[src/common/gii_pkg.sv]
// constants and types shared by the instrument bus interface
package gii_pkg;

  // =====================================================================
  // register map (byte addresses on the 32-bit register bus)
  localparam int GII_AW = 8;
  localparam logic [7:0] OFF_CONFIG = 8'h00;
  localparam logic [7:0] OFF_STATE = 8'h04;
  localparam logic [7:0] OFF_TXDATA = 8'h08;
  localparam logic [7:0] OFF_RXDATA = 8'h0C;
  localparam logic [7:0] OFF_EVENT = 8'h10;
  localparam logic [7:0] OFF_ERRWORD = 8'h14;
  localparam logic [1:0] RESP_OKAY = 2'h0;
  localparam logic [1:0] RESP_SLVERR = 2'h2;

  // =====================================================================
  // field positions and reset values
  localparam logic [4:0] DEF_BUS_ADDR = 5'h1B;
  localparam int TX_END_BIT = 8;
  localparam int EV_INVALID = 0;
  localparam int EV_STORED = 1;
  localparam int EV_STORE_CLR = 2;
  localparam int EV_TRIG_CLR = 4;
  localparam int EV_DCLR_CLR = 5;
  localparam int SB_RQS = 6;
  localparam int SB_ERR = 5;
  localparam int SB_READY = 4;
  localparam logic [6:0] STORE_LAST = 7'h63;

  // =====================================================================
  // interface messages, seven bits, taken while attention is true
  localparam logic [6:0] MSG_GTL = 7'h01;
  localparam logic [6:0] MSG_SDC = 7'h04;
  localparam logic [6:0] MSG_PPC = 7'h05;
  localparam logic [6:0] MSG_GET = 7'h08;
  localparam logic [6:0] MSG_TCT = 7'h09;
  localparam logic [6:0] MSG_LLO = 7'h11;
  localparam logic [6:0] MSG_DCL = 7'h14;
  localparam logic [6:0] MSG_SPE = 7'h18;
  localparam logic [6:0] MSG_SPD = 7'h19;
  localparam logic [6:0] MSG_UNL = 7'h3F;
  localparam logic [6:0] MSG_UNT = 7'h5F;
  localparam logic [1:0] GRP_LISTEN = 2'h1;
  localparam logic [1:0] GRP_TALK = 2'h2;
  localparam logic [1:0] GRP_SECOND = 2'h3;

  // =====================================================================
  // timing
  localparam int CLK_MHZ = 40;
  localparam int SETTLE_NS = 500;
  localparam int SETTLE_CYC = (SETTLE_NS * CLK_MHZ + 999) / 1000;
  localparam int SETTLE_W = 5;

  // =====================================================================
  // handshake states, gray along the usual path
  typedef enum logic [1:0] {
    A_IDLE = 2'h0,
    A_RDY = 2'h1,
    A_ACC = 2'h3,
    A_WAIT = 2'h2
  } gii_ah_e;

  typedef enum logic [1:0] {
    S_IDLE = 2'h0,
    S_SETL = 2'h1,
    S_DAV = 2'h3,
    S_DONE = 2'h2
  } gii_sh_e;

endpackage

[src/gii_sync.sv]
// two-stage synchroniser for the bus pins, idle level is high
`timescale 1ns/1ps
`default_nettype none
module gii_sync #(
  parameter int W = 1
) (
  // clock and reset
  input wire logic aclk,
  input wire logic aresetn,
  // asynchronous in, synchronised out
  input wire logic [W-1:0] d,
  output logic [W-1:0] q
);

  typedef struct packed {
    logic [W-1:0] s1;
    logic [W-1:0] s2;
  } gii_sync_s;

  gii_sync_s st_q;
  gii_sync_s st_d;

  always_comb begin
    st_d.s1 = d;
    st_d.s2 = st_q.s1;
  end

  // reset to the released level so nothing looks asserted after reset
  always_ff @(posedge aclk) begin
    if (!aresetn) begin
      st_q <= '1;
    end else begin
      st_q <= st_d;
    end
  end

  assign q = st_q.s2;

endmodule
`default_nettype wire

[src/gii_core.sv]
// instrument bus device interface with register-bus control port
// Function
// status byte answers every serial poll, service request or not
// data driven only when addressed to talk or in talk-only mode
// data bytes accepted only while addressed to listen
// own listen address while talker drops the talker state
// own talk address while listener drops the listener state
// full source handshake originates each byte as talker
// full acceptor handshake latches each byte before release
// no parallel poll reply, data lines untouched in a poll
// never controller; attention, clear, remote enable only sampled
// primary address only, secondary addresses ignored
// service request line asserted on an enabled condition
// remote and local follow bus messages
// device clear reinitialises the device
// device trigger starts a reading
// status bit 6 request, bit 5 error, bit 4 reading ready
// invalid option sets error bit, illegal option flag, maybe request
// serial poll of status byte releases service request
// store of 100 readings requests service when full and enabled
// controller sends upper case strings ending with execute char
// default address 27, operator may change it
// remote only when remote enable true and then addressed to listen
// lockout disables panel until remote enable goes false
// parallel poll configure and take control ignored, no stall
// serial poll while talker sends status byte instead of data
//
// Local design decisions: the AXI4-Lite register port and the placing of the registers.
`timescale 1ns/1ps
`default_nettype none
module gii_core
  import gii_pkg::*;
(
  // clock and reset
  input wire logic aclk,
  input wire logic aresetn,
  // register bus, write side
  input wire logic [7:0] s_axi_awaddr,
  input wire logic s_axi_awvalid,
  output logic s_axi_awready,
  input wire logic [31:0] s_axi_wdata,
  input wire logic [3:0] s_axi_wstrb,
  input wire logic s_axi_wvalid,
  output logic s_axi_wready,
  output logic [1:0] s_axi_bresp,
  output logic s_axi_bvalid,
  input wire logic s_axi_bready,
  // register bus, read side
  input wire logic [7:0] s_axi_araddr,
  input wire logic s_axi_arvalid,
  output logic s_axi_arready,
  output logic [31:0] s_axi_rdata,
  output logic [1:0] s_axi_rresp,
  output logic s_axi_rvalid,
  input wire logic s_axi_rready,
  // instrument bus, open-drain, low is asserted
  input wire logic [7:0] dio_n_i,
  output logic [7:0] dio_n_o,
  output logic [7:0] dio_n_oe,
  input wire logic dav_n_i,
  output logic dav_n_o,
  output logic dav_n_oe,
  input wire logic nrfd_n_i,
  output logic nrfd_n_o,
  output logic nrfd_n_oe,
  input wire logic ndac_n_i,
  output logic ndac_n_o,
  output logic ndac_n_oe,
  output logic eoi_n_o,
  output logic eoi_n_oe,
  output logic srq_n_o,
  output logic srq_n_oe,
  input wire logic atn_n_i,
  input wire logic ifc_n_i,
  input wire logic ren_n_i,
  // instrument side
  output logic dev_clear,
  output logic dev_trigger,
  output logic remote,
  output logic panel_lockout
);

  // =====================================================================
  // state
  typedef struct packed {
    gii_ah_e ah;
    gii_sh_e sh;
    logic [SETTLE_W-1:0] settle;
    logic talker;
    logic listener;
    logic remote;
    logic lockout;
    logic spms;
    logic talk_only;
    logic err_mask;
    logic full_mask;
    logic [4:0] bus_addr;
    logic err_bit;
    logic illegal_opt;
    logic ready;
    logic rqs;
    logic [6:0] store_cnt;
    logic store_full;
    logic tx_pend;
    logic [7:0] tx_byte;
    logic tx_end;
    logic rx_valid;
    logic [7:0] rx_byte;
    logic [7:0] out_byte;
    logic out_end;
    logic trig_seen;
    logic clr_seen;
    logic dev_clear;
    logic dev_trigger;
    logic aw_got;
    logic [7:0] aw_addr;
    logic w_got;
    logic [31:0] w_data;
    logic [3:0] w_strb;
    logic bvalid;
    logic [1:0] bresp;
    logic rvalid;
    logic [1:0] rresp;
    logic [31:0] rdata;
  } gii_core_s;

  gii_core_s st_q;
  gii_core_s st_d;

  // =====================================================================
  // pin sampling and decode
  logic [13:0] sy;
  logic [7:0] dio_in;
  logic dav_s, nrfd_s, ndac_s, atn_s, ifc_s, ren_s;
  logic [6:0] cmd;
  logic take, cmd_take, data_take, own_la, own_ta, ah_act, talk_act;
  logic [7:0] sb, cfg_old;
  logic [31:0] wmask, wd;
  logic do_wr, ar_hs, err_ev, stored_ev, store_fill, rqs_set, poll_done;

  // attention, clear and remote enable are inputs only, never driven
  gii_sync #(.W(14)) u_sync (
    .aclk(aclk),
    .aresetn(aresetn),
    .d({ren_n_i, ifc_n_i, atn_n_i, ndac_n_i, nrfd_n_i, dav_n_i, dio_n_i}),
    .q(sy)
  );

  assign dio_in = ~sy[7:0];
  assign dav_s = ~sy[8];
  assign nrfd_s = ~sy[9];
  assign ndac_s = ~sy[10];
  assign atn_s = ~sy[11];
  assign ifc_s = ~sy[12];
  assign ren_s = ~sy[13];
  assign cmd = dio_in[6:0];

  // data bytes stall in ready-for-data until software drains the last one
  assign take = (st_q.ah == A_RDY) && dav_s && (atn_s || !st_q.rx_valid);
  assign cmd_take = take && atn_s;
  assign data_take = take && !atn_s && st_q.listener;
  assign own_la = cmd_take && cmd[6:5] == GRP_LISTEN && cmd != MSG_UNL
    && cmd[4:0] == st_q.bus_addr;
  assign own_ta = cmd_take && cmd[6:5] == GRP_TALK && cmd != MSG_UNT
    && cmd[4:0] == st_q.bus_addr;
  assign ah_act = atn_s || st_q.listener;
  assign talk_act = (st_q.talker || st_q.talk_only) && !atn_s;
  assign sb = {1'b0, st_q.rqs, st_q.err_bit, st_q.ready, 4'h0};
  assign cfg_old = {st_q.full_mask, st_q.err_mask, st_q.talk_only, st_q.bus_addr};

  assign wmask = {{8{st_q.w_strb[3]}}, {8{st_q.w_strb[2]}},
    {8{st_q.w_strb[1]}}, {8{st_q.w_strb[0]}}};
  assign wd = st_q.w_data & wmask;
  assign do_wr = st_q.aw_got && st_q.w_got && !st_q.bvalid;
  assign ar_hs = s_axi_arvalid && !st_q.rvalid;
  assign err_ev = do_wr && st_q.aw_addr == OFF_EVENT && wd[EV_INVALID];
  assign stored_ev = do_wr && st_q.aw_addr == OFF_EVENT && wd[EV_STORED];
  assign store_fill = stored_ev && !st_q.store_full && st_q.store_cnt == STORE_LAST;
  assign rqs_set = (err_ev && st_q.err_mask) || (store_fill && st_q.full_mask);
  assign poll_done = st_q.sh == S_DAV && talk_act && !ndac_s && st_q.spms;

  // =====================================================================
  // next state
  always_comb begin
    st_d = st_q;
    st_d.dev_clear = 1'b0;
    st_d.dev_trigger = 1'b0;

    // register bus channels
    if (s_axi_awvalid && s_axi_awready) begin
      st_d.aw_got = 1'b1;
      st_d.aw_addr = s_axi_awaddr;
    end
    if (s_axi_wvalid && s_axi_wready) begin
      st_d.w_got = 1'b1;
      st_d.w_data = s_axi_wdata;
      st_d.w_strb = s_axi_wstrb;
    end
    if (st_q.bvalid && s_axi_bready) begin
      st_d.bvalid = 1'b0;
    end
    if (st_q.rvalid && s_axi_rready) begin
      st_d.rvalid = 1'b0;
    end
    if (do_wr) begin
      st_d.aw_got = 1'b0;
      st_d.w_got = 1'b0;
      st_d.bvalid = 1'b1;
      st_d.bresp = RESP_OKAY;
      case (st_q.aw_addr)
        OFF_CONFIG: begin
          {st_d.full_mask, st_d.err_mask, st_d.talk_only, st_d.bus_addr} =
            (cfg_old & ~wmask[7:0]) | wd[7:0];
        end
        OFF_TXDATA: begin
          // a write while a byte is still pending is dropped
          if (!st_q.tx_pend && st_q.w_strb[0]) begin
            st_d.tx_pend = 1'b1;
            st_d.tx_byte = wd[7:0];
            st_d.tx_end = wd[TX_END_BIT];
          end
        end
        OFF_EVENT: begin
          if (wd[EV_TRIG_CLR]) st_d.trig_seen = 1'b0;
          if (wd[EV_DCLR_CLR]) st_d.clr_seen = 1'b0;
          if (wd[EV_STORE_CLR]) begin
            st_d.store_cnt = 7'h00;
            st_d.store_full = 1'b0;
          end
        end
        OFF_STATE, OFF_RXDATA, OFF_ERRWORD: begin
          st_d.bresp = RESP_OKAY;
        end
        default: begin
          st_d.bresp = RESP_SLVERR;
        end
      endcase
    end
    if (ar_hs) begin
      st_d.rvalid = 1'b1;
      st_d.rresp = RESP_OKAY;
      case (s_axi_araddr)
        OFF_CONFIG: st_d.rdata = {24'h000000, cfg_old};
        OFF_STATE: st_d.rdata = {8'h00, st_q.store_full, st_q.store_cnt, sb, 1'b0,
          st_q.rx_valid, st_q.tx_pend, st_q.spms, st_q.lockout, st_q.remote,
          st_q.listener, st_q.talker};
        OFF_TXDATA: st_d.rdata = {31'h00000000, st_q.tx_pend};
        OFF_RXDATA: begin
          st_d.rdata = {23'h000000, st_q.rx_valid, st_q.rx_byte};
          st_d.rx_valid = 1'b0;
        end
        OFF_EVENT: st_d.rdata = {30'h00000000, st_q.clr_seen, st_q.trig_seen};
        OFF_ERRWORD: begin
          // reading the error word acknowledges the error
          st_d.rdata = {31'h00000000, st_q.illegal_opt};
          st_d.illegal_opt = 1'b0;
          st_d.err_bit = 1'b0;
        end
        default: begin
          st_d.rdata = 32'h00000000;
          st_d.rresp = RESP_SLVERR;
        end
      endcase
    end

    // remote enable false cancels remote and lockout alike
    if (!ren_s) begin
      st_d.remote = 1'b0;
      st_d.lockout = 1'b0;
    end
    if (ifc_s) begin
      st_d.talker = 1'b0;
      st_d.listener = 1'b0;
      st_d.spms = 1'b0;
    end

    // acceptor handshake and message decode
    case (st_q.ah)
      A_IDLE: begin
        if (ah_act) st_d.ah = A_RDY;
      end
      A_RDY: begin
        if (take) begin
          st_d.ah = A_ACC;
        end else if (!ah_act) begin
          st_d.ah = A_IDLE;
        end
      end
      A_ACC: st_d.ah = A_WAIT;
      A_WAIT: begin
        if (!dav_s) st_d.ah = ah_act ? A_RDY : A_IDLE;
      end
      default: st_d.ah = A_IDLE;
    endcase
    if (data_take) begin
      st_d.rx_byte = dio_in;
      st_d.rx_valid = 1'b1;
    end
    if (cmd_take && !ifc_s) begin
      // secondary group and other listen addresses fall through untouched
      if (cmd == MSG_UNL) st_d.listener = 1'b0;
      if (cmd == MSG_UNT) st_d.talker = 1'b0;
      if (cmd[6:5] == GRP_TALK && cmd != MSG_UNT && !own_ta) st_d.talker = 1'b0;
      if (own_la) begin
        st_d.listener = 1'b1;
        st_d.talker = 1'b0;
        if (ren_s) st_d.remote = 1'b1;
      end
      if (own_ta) begin
        st_d.talker = 1'b1;
        st_d.listener = 1'b0;
      end
      case (cmd)
        MSG_GTL: if (st_q.listener) st_d.remote = 1'b0;
        MSG_LLO: if (ren_s) st_d.lockout = 1'b1;
        MSG_SPE: st_d.spms = 1'b1;
        MSG_SPD: st_d.spms = 1'b0;
        MSG_GET: begin
          if (st_q.listener) begin
            st_d.dev_trigger = 1'b1;
            st_d.trig_seen = 1'b1;
          end
        end
        MSG_PPC, MSG_TCT: st_d.spms = st_q.spms;
        default: st_d.spms = st_d.spms;
      endcase
      if (cmd == MSG_DCL || (cmd == MSG_SDC && st_q.listener)) begin
        // panel address and talk-only survive a clear
        st_d.dev_clear = 1'b1;
        st_d.clr_seen = 1'b1;
        st_d.err_mask = 1'b0;
        st_d.full_mask = 1'b0;
        st_d.err_bit = 1'b0;
        st_d.illegal_opt = 1'b0;
        st_d.ready = 1'b0;
        st_d.rqs = 1'b0;
        st_d.store_cnt = 7'h00;
        st_d.store_full = 1'b0;
        st_d.tx_pend = 1'b0;
        st_d.rx_valid = 1'b0;
      end
    end

    // source handshake, status byte replaces data in a poll
    case (st_q.sh)
      S_IDLE: begin
        if (talk_act && (st_q.spms || st_q.tx_pend)) begin
          st_d.out_byte = st_q.spms ? sb : st_q.tx_byte;
          st_d.out_end = !st_q.spms && st_q.tx_end;
          st_d.settle = SETTLE_W'(SETTLE_CYC - 1);
          st_d.sh = S_SETL;
        end
      end
      S_SETL: begin
        if (!talk_act) begin
          st_d.sh = S_IDLE;
        end else if (st_q.settle != '0) begin
          st_d.settle = st_q.settle - 1'b1;
        end else if (!nrfd_s) begin
          st_d.sh = S_DAV;
        end
      end
      S_DAV: begin
        if (!talk_act) begin
          st_d.sh = S_IDLE;
        end else if (!ndac_s) begin
          st_d.sh = S_DONE;
          if (st_q.spms) begin
            st_d.rqs = 1'b0;
            st_d.ready = 1'b0;
          end else begin
            st_d.tx_pend = 1'b0;
          end
        end
      end
      S_DONE: st_d.sh = S_IDLE;
      default: st_d.sh = S_IDLE;
    endcase

    // event sets come last so they win over same-cycle clears
    if (err_ev) begin
      st_d.err_bit = 1'b1;
      st_d.illegal_opt = 1'b1;
    end
    if (stored_ev) begin
      st_d.ready = 1'b1;
      if (!st_q.store_full) st_d.store_cnt = st_q.store_cnt + 7'h01;
    end
    if (store_fill) st_d.store_full = 1'b1;
    if (rqs_set) st_d.rqs = 1'b1;
  end

  always_ff @(posedge aclk) begin
    if (!aresetn) begin
      st_q <= '0;
      st_q.bus_addr <= DEF_BUS_ADDR;
    end else begin
      st_q <= st_d;
    end
  end

  // =====================================================================
  // outputs
  assign s_axi_awready = !st_q.aw_got && !st_q.bvalid;
  assign s_axi_wready = !st_q.w_got && !st_q.bvalid;
  assign s_axi_bvalid = st_q.bvalid;
  assign s_axi_bresp = st_q.bresp;
  assign s_axi_arready = !st_q.rvalid;
  assign s_axi_rvalid = st_q.rvalid;
  assign s_axi_rdata = st_q.rdata;
  assign s_axi_rresp = st_q.rresp;

  // open-drain: only the enables move, the driven level is always low
  assign dio_n_o = 8'h00;
  assign dav_n_o = 1'b0;
  assign nrfd_n_o = 1'b0;
  assign ndac_n_o = 1'b0;
  assign eoi_n_o = 1'b0;
  assign srq_n_o = 1'b0;
  assign dio_n_oe = (st_q.sh != S_IDLE) ? st_q.out_byte : 8'h00;
  assign dav_n_oe = st_q.sh == S_DAV;
  assign eoi_n_oe = st_q.sh != S_IDLE && st_q.out_end;
  assign nrfd_n_oe = st_q.ah == A_ACC || st_q.ah == A_WAIT
    || (st_q.ah == A_RDY && !atn_s && st_q.rx_valid);
  assign ndac_n_oe = st_q.ah == A_RDY || st_q.ah == A_ACC;
  assign srq_n_oe = st_q.rqs;
  assign dev_clear = st_q.dev_clear;
  assign dev_trigger = st_q.dev_trigger;
  assign remote = st_q.remote;
  assign panel_lockout = st_q.lockout;
endmodule
`default_nettype wire

[config.mk]
export PLATFORM = sky130hd
export DESIGN_NAME = gii_core
export DESIGN_NICKNAME = d
export VERILOG_FILES = /design/src/common/gii_pkg.sv /design/src/gii_sync.sv /design/src/gii_core.sv
export SDC_FILE = /design/constraint.sdc
export NUM_CORES = 1
export LEC_CHECK = 0
export BUFFER_PORTS_ARGS = -buffer_cell sky130_fd_sc_hd__buf_4
export CAP_MARGIN = 20
export CORE_AREA = 3 3 159 161
export CTS_CLUSTER_DIAMETER = 80
export DETAILED_ROUTE_END_ITERATION = 6
export DIE_AREA = 0 0 162 164
export GPL_TIMING_DRIVEN = 1
export PLACE_DENSITY = 0.49
export SETUP_SLACK_MARGIN = 0.2
export SLEW_MARGIN = 20
export SYNTH_ARGS = -nofsm -noshare
export SYNTH_HDL_FRONTEND = slang
export SYNTH_SLANG_ARGS = --single-unit
[constraint.sdc]
create_clock -name aclk -period 3.1 [get_ports aclk]
set_clock_uncertainty 0.05 [all_clocks]
set_input_delay 0.31 -clock aclk [delete_from_list [all_inputs] [get_ports aclk]]
set_output_delay 0.31 -clock aclk [all_outputs]
set_load 0.02 [all_outputs]
=== Yosys cells after proc, flatten, opt, wreduce, memory -nomap -nowiden ===
Cells that the tools add are included.

* Bitwise operators: 8
* Shifts and indexed selects: 0
* Divide/modulo/power cells: 0
* Multiply operators: 0
* Reductions and logical operators: 77
* $add $sub $neg: 2
* Equality and inequality tests: 43
* Mux-type cells: 82
* Magnitude comparators: 0

{| class="wikitable"
|+ Operator list
! cell !! number
|-
| $pmux W24 S6 || 1
|-
| $mux W2 || 26
|-
| $logic_and A1 B1 Y1 || 38
|-
| $mux W35 || 1
|-
| $mux W7 || 5
|-
| $eq A8 B4 Y1 const B || 4
|-
| $eq A8 B5 Y1 const B || 4
|-
| $mux W8 || 4
|-
| $mux W1 || 29
|-
| $eq A7 B5 Y1 const B || 4
|-
| $mux W13 || 2
|-
| $mux W10 || 2
|-
| $mux W18 || 1
|-
| $eq A8 B3 Y1 const B || 2
|-
| $logic_not A8 Y1 || 2
|-
| $not A8 Y8 || 2
|-
| $pmux W2 S4 || 2
|-
| $mux W5 || 3
|-
| $eq A7 B3 Y1 const B || 2
|-
| $eq A7 B4 Y1 const B || 2
|-
| $eq A7 B7 Y1 const B || 2
|-
| $reduce_or A6 Y1 || 2
|-
| $eq A2 B2 Y1 const B || 5
|-
| $ne A2 B2 Y1 const B || 5
|-
| 29 further kinds || 62
|}

* RAM bits: 0
* Register bits: 153
* ROM bits: 0
* Input port bits: 73
* Latch bits: 0
* Memories kept: 0
* Output and inout bits: 71

=== Logic depth before layout (Yosys ltp) ===
* Word-level depth: 14
* Depth in mapped cells: 7
* Depth with buffers taken out: 7

=== Hierarchy ===
Synthesis repeated with hierarchy kept, for this count alone.

* Cell total of the unflattened synthesis: 681
* Area total of the unflattened synthesis: 6137.1 um^2

{| class="wikitable"
|+ Modules (own cells, without submodules)
! module !! times used !! cells an instance !! area each (um^2)
|-
| gii_core || 1 || 623 || 5381.4
|-
| gii_sync || 1 || 58 || 755.7
|}

=== Worst setup path after synthesis ===
Ideal clock, no wire load.

* Path kind: register -> register
* From: register st_q[75] (netlist name)
* To: register st_q[117] (netlist name)
* Arrival: 1.658 ns
* Stages on the path, launching flop included: 6
* Slack: 1.271 ns
* Period minus slack after synthesis: 1.829 ns
* Setup time: 0.121 ns
* Cell sequence: dfxtp_1 > or4_4 > nor2_1 > nand3_1 > o21a_4 > mux2_4

* Word-level cells in the longest chain between the ends: 7
* Elaborated cells on any way between the ends: 9
* Classes of those cells: eq/ne (1); mux (6); reduce/logical (2)

{| class="wikitable"
|+ RTL lines
! what !! RTL line !! RTL
|-
| start, declared || gii_core.sv:127 || <nowiki>gii_core_s st_q;</nowiki>
|-
| start signal, assigned || gii_core.sv:398 || <nowiki>st_q <= st_d;</nowiki>
|-
| $eq A8 B5 Y1 (*) || gii_core.sv:177, gii_core.sv:210 ||
|-
| $mux W8 || gii_core.sv:210 || <nowiki>case (st_q.aw_addr)</nowiki>
|-
| $mux W18 || gii_core.sv:205 || <nowiki>if (do_wr) begin</nowiki>
|-
| $mux W13 || gii_core.sv:327 || <nowiki>if (cmd == MSG_DCL || (cmd == MSG_SDC && st_q.listener)) begin</nowiki>
|-
| $mux W13 || gii_core.sv:299 || <nowiki>if (cmd_take && !ifc_s) begin</nowiki>
|-
| $mux W7 || gii_core.sv:387 || <nowiki>if (!st_q.store_full) st_d.store_cnt = st_q.store_cnt + 7'h01;</nowiki>
|-
| $mux W7 (*) || gii_core.sv:385 || <nowiki>if (stored_ev) begin</nowiki>
|}

Mark *: on every way between the ends. The rest lies on a longest branch, timed or not.
A chain may end at the register's enable or synchronous reset.

=== Worst setup path in the final report ===
* From: register u_sync.st_q (netlist bit u_sync.q[4])
* To: register st_q[139] (netlist name)

* Word-level cells in the longest chain between the ends: 7
* Elaborated cells on any way between the ends: 13
* Classes of those cells: eq/ne (4); mux (4); bitwise (1); reduce/logical (4)

{| class="wikitable"
|+ RTL lines
! what !! RTL line !! RTL
|-
| start, declared || gii_sync.sv:20 || <nowiki>gii_sync_s st_q;</nowiki>
|-
| start signal, assigned || gii_sync.sv:33 || <nowiki>st_q <= st_d;</nowiki>
|-
| $not A8 Y8 (*) || gii_core.sv:149 || <nowiki>assign dio_in = ~sy[7:0];</nowiki>
|-
| $ne A7 B6 Y1 || gii_core.sv:162 || <nowiki>assign own_la = cmd_take && cmd[6:5] == GRP_LISTEN && cmd != MSG_UNL</nowiki>
|-
| $logic_and A1 B1 Y1 || gii_core.sv:162 ||
|-
| $logic_and A1 B1 Y1 || gii_core.sv:163 || <nowiki>&& cmd[4:0] == st_q.bus_addr;</nowiki>
|-
| $mux W3 || gii_core.sv:304 || <nowiki>if (own_la) begin</nowiki>
|-
| $mux W2 (*) || gii_core.sv:309 || <nowiki>if (own_ta) begin</nowiki>
|-
| $mux W5 (*) || gii_core.sv:299 ||
|}

Marked as above.

==> flow_metrics.env <==
export IMPL_drv_slew=0
export IMPL_h_tree_depth=4
export IMPL_grt_pass1_wl_mm=23.7
export IMPL_synth_ff_type="dfxtp_1"
export IMPL_worstSetupPathType="reg -> reg"
export IMPL_dp_hpwl_mm=10.9
export IMPL_synth_edf_count=0
export IMPL_place_area_um2=6700
export IMPL_synthTopCellsByArea="dfxtp_1 (47%), buf_4 (6.3%), nand2_1 (5.5%)"
export IMPL_hp_class="in -> reg"
export IMPL_cp_start_kind="flop"
export IMPL_rsz0062_at_grt="false"
export IMPL_ant_nets=0
export IMPL_final_common_cell="dfxtp_1"
export IMPL_fmax_ghz=0.470
export IMPL_ys_seq_elements=139
export IMPL_wl_mm=15.0
export IMPL_tightest_slew_ps=960
export IMPL_ys_seq_area_frac=0.466
export IMPL_tns_ps=0
export IMPL_async_flop_share=0
export IMPL_finalCriticalPeriod_ps=2130
export IMPL_mostFrequentLayoutCells="dfxtp_1 (139), buf_4 (97), nand2_1 (87), nor2_1 (58), a21oi_1 (57)"
export IMPL_grt_max_degree=35
export IMPL_die_area_um2=26600
export IMPL_arrival_ps=2390
export IMPL_via_count=4659
export IMPL_area_growth_pct=21.7
export IMPL_row_count=57
export IMPL_postCtsSetupBuffers=0
export IMPL_cts_resized=0
export IMPL_timing_hold_ws_ps=15.4
export IMPL_start_util=0.248
export IMPL_portBuffers=91
export IMPL_synthCells=676
export IMPL_coreArea_um2=24100
export IMPL_via_per_inst=4.35
export IMPL_syn_mean_instance_area_um2=8.83
export IMPL_die_h_um=164
export IMPL_overflow=0
export IMPL_ys_types=63
export IMPL_numCtsBuffers=17
export IMPL_drc_errors=0
export IMPL_fin_crit_sh=0.686
export IMPL_endpoint_kind="flop"
export IMPL_clk_latency_ps=420
export IMPL_rr_startpoint="u_sync.q[4]$_SDFF_PN1_"
export IMPL_gp_congestion=0.746
export IMPL_die_x_um=162
export IMPL_hold_buffers=0
export IMPL_first_pass_iters=4
export IMPL_yosys_warnings=0
export IMPL_p_per_area_nw_per_um2=565
export IMPL_antenna_found_initial=0
export IMPL_vdd_drop_max_mv=0.339
export IMPL_antennaDiodeCount=0
export IMPL_grt_pass1_vias=4445
export IMPL_cts_tree="built"
export IMPL_drive_gt1_frac=0.197
export IMPL_slowest_stage="nor4_1"
export IMPL_synth_top_area_frac=0.466
export IMPL_slew_headroom=0.356
export IMPL_clk_path_buf_depth=2
export IMPL_grt_total_usage=0.114
export IMPL_syn_area_um2=5970
export IMPL_clk_pin_slew_ps=60
export IMPL_clkSinkCount=139
export IMPL_startpoint="u_sync.q[4]$_SDFF_PN1_"
export IMPL_p_leak_uw=0.00283
export IMPL_pin_count=144
export IMPL_wire_per_inst_um=14.0
export IMPL_finalSetupViolCount=0
export IMPL_max_cap_viol_count=0
export IMPL_cts_root_buf="clkbuf_16"
export IMPL_crit_chain="xor2_1 > nand3_1 > nor4_1 > a21boi_0 > o211a_1"
export IMPL_worst_hold_startpoint="dio_n_i[7]"
export IMPL_crit_path_max_fanout=8
export IMPL_hold_viol=0
export IMPL_drtIter0Drc=304
export IMPL_final_area_um2=7270
export IMPL_status="complete, no violations"
export IMPL_worst_ep_required_time_ps=3370
export IMPL_synth_top_area_cell="dfxtp_1"
export IMPL_nets=811
export IMPL_slowest_delay_ps=710
==> registers in the layout (all words and copies together), names as in the netlist, named ones only <==
signal         count
remote             1
srq_n_oe           1
sb                 2
s_axi_bvalid       1
panel_lockout      1
u_sync.st_d       14
s_axi_rresp        1
s_axi_rvalid       1
dev_clear          1
u_sync.q          14
cfg_old            2
s_axi_bresp        1
dev_trigger        1
s_axi_rdata       20
st_q              72
==> metal layers <==
layer  up-vias  track usage  wire length (um)
met5         -            0                 0
met4         0       0.0419               244
met3        19       0.0325               720
met2       108        0.184              7030
met1      2164        0.147              6980
li1       2368            -                 -
==> power breakdown <==
group | switching, uW | total, uW | internal, uW | leakage, uW
clock network | 776 | 1970 | 1200 | 0.000268
registers | 44.0 | 1870 | 1830 | 0.00113
logic | 159 | 260 | 101 | 0.00143
total | 979 | 4110 | 3130 | 0.00283
==> stage by stage <==
step	setup slack [ps]	utilization	cells	total power [uW]
final	974	0.301	1071	4110
after global routing	781	0.301	1071	4260
after CTS	975	0.301	1071	4150
after detailed placement	990	0.278	1040	2170
after global placement	980	0.278	1040	2170
after floorplan	1270	-	702	2100
==> final cells by class <==
cell class / instances / area [um^2]
fill: 2672 / 16800
tap: 324 / 405
multi-input combinational: 468 / 2740
clock buffer: 20 / 447
timing repair buffer: 97 / 728
clock inverter: 11 / 123
inverter: 12 / 45.0
sequential: 139 / 2780
==> Yosys cell counts (7+ instances only) <==
library cell    n
nor3_1          8
inv_1          12
nor2_1         58
nand3_1        23
nor2b_1        10
nand2b_1       38
a211oi_1       14
buf_4          50
nand3b_1       11
o21ai_0        10
a21oi_1        57
buf_1           7
mux2i_1        19
nand2_1        87
dfxtp_1       139
a22oi_1        14
clkbuf_1       23
==> cells by family after synthesis <==
family	count (synthesis)	share of synthesized area
AND/OR/NAND/NOR	279	0.245
AO/OA/AOI/OAI	129	0.140
flip-flops	139	0.466
adder cells (fa/ha/maj)	3	0.00629
XOR/XNOR	8	0.0117
multiplexers	22	0.0381
other	1	0.000628
buffers and inverters	95	0.0918
==> path summary, 6_finish.rpt <==
check	depth (start not counted)	slack, ps	end
worst min-delay path	2	20	u_sync.st_d[7]$_SDFF_PN1_
worst max-delay path	5	970	st_q[139]$_SDFF_PN0_
worst max register to register	5	970	st_q[139]$_SDFF_PN0_
worst min register to register	1	350	u_sync.q[13]$_SDFF_PN1_
==> worst max-delay path: cells and delay by family (launching register included) <==
family	cells	cell delay (ps)
xor gates and xnor gates	1	170
DFF	1	520
and+or+nand+nor	2	800
AOI/OAI and AO/OA	2	470
(Power assumes the default switching activity.)
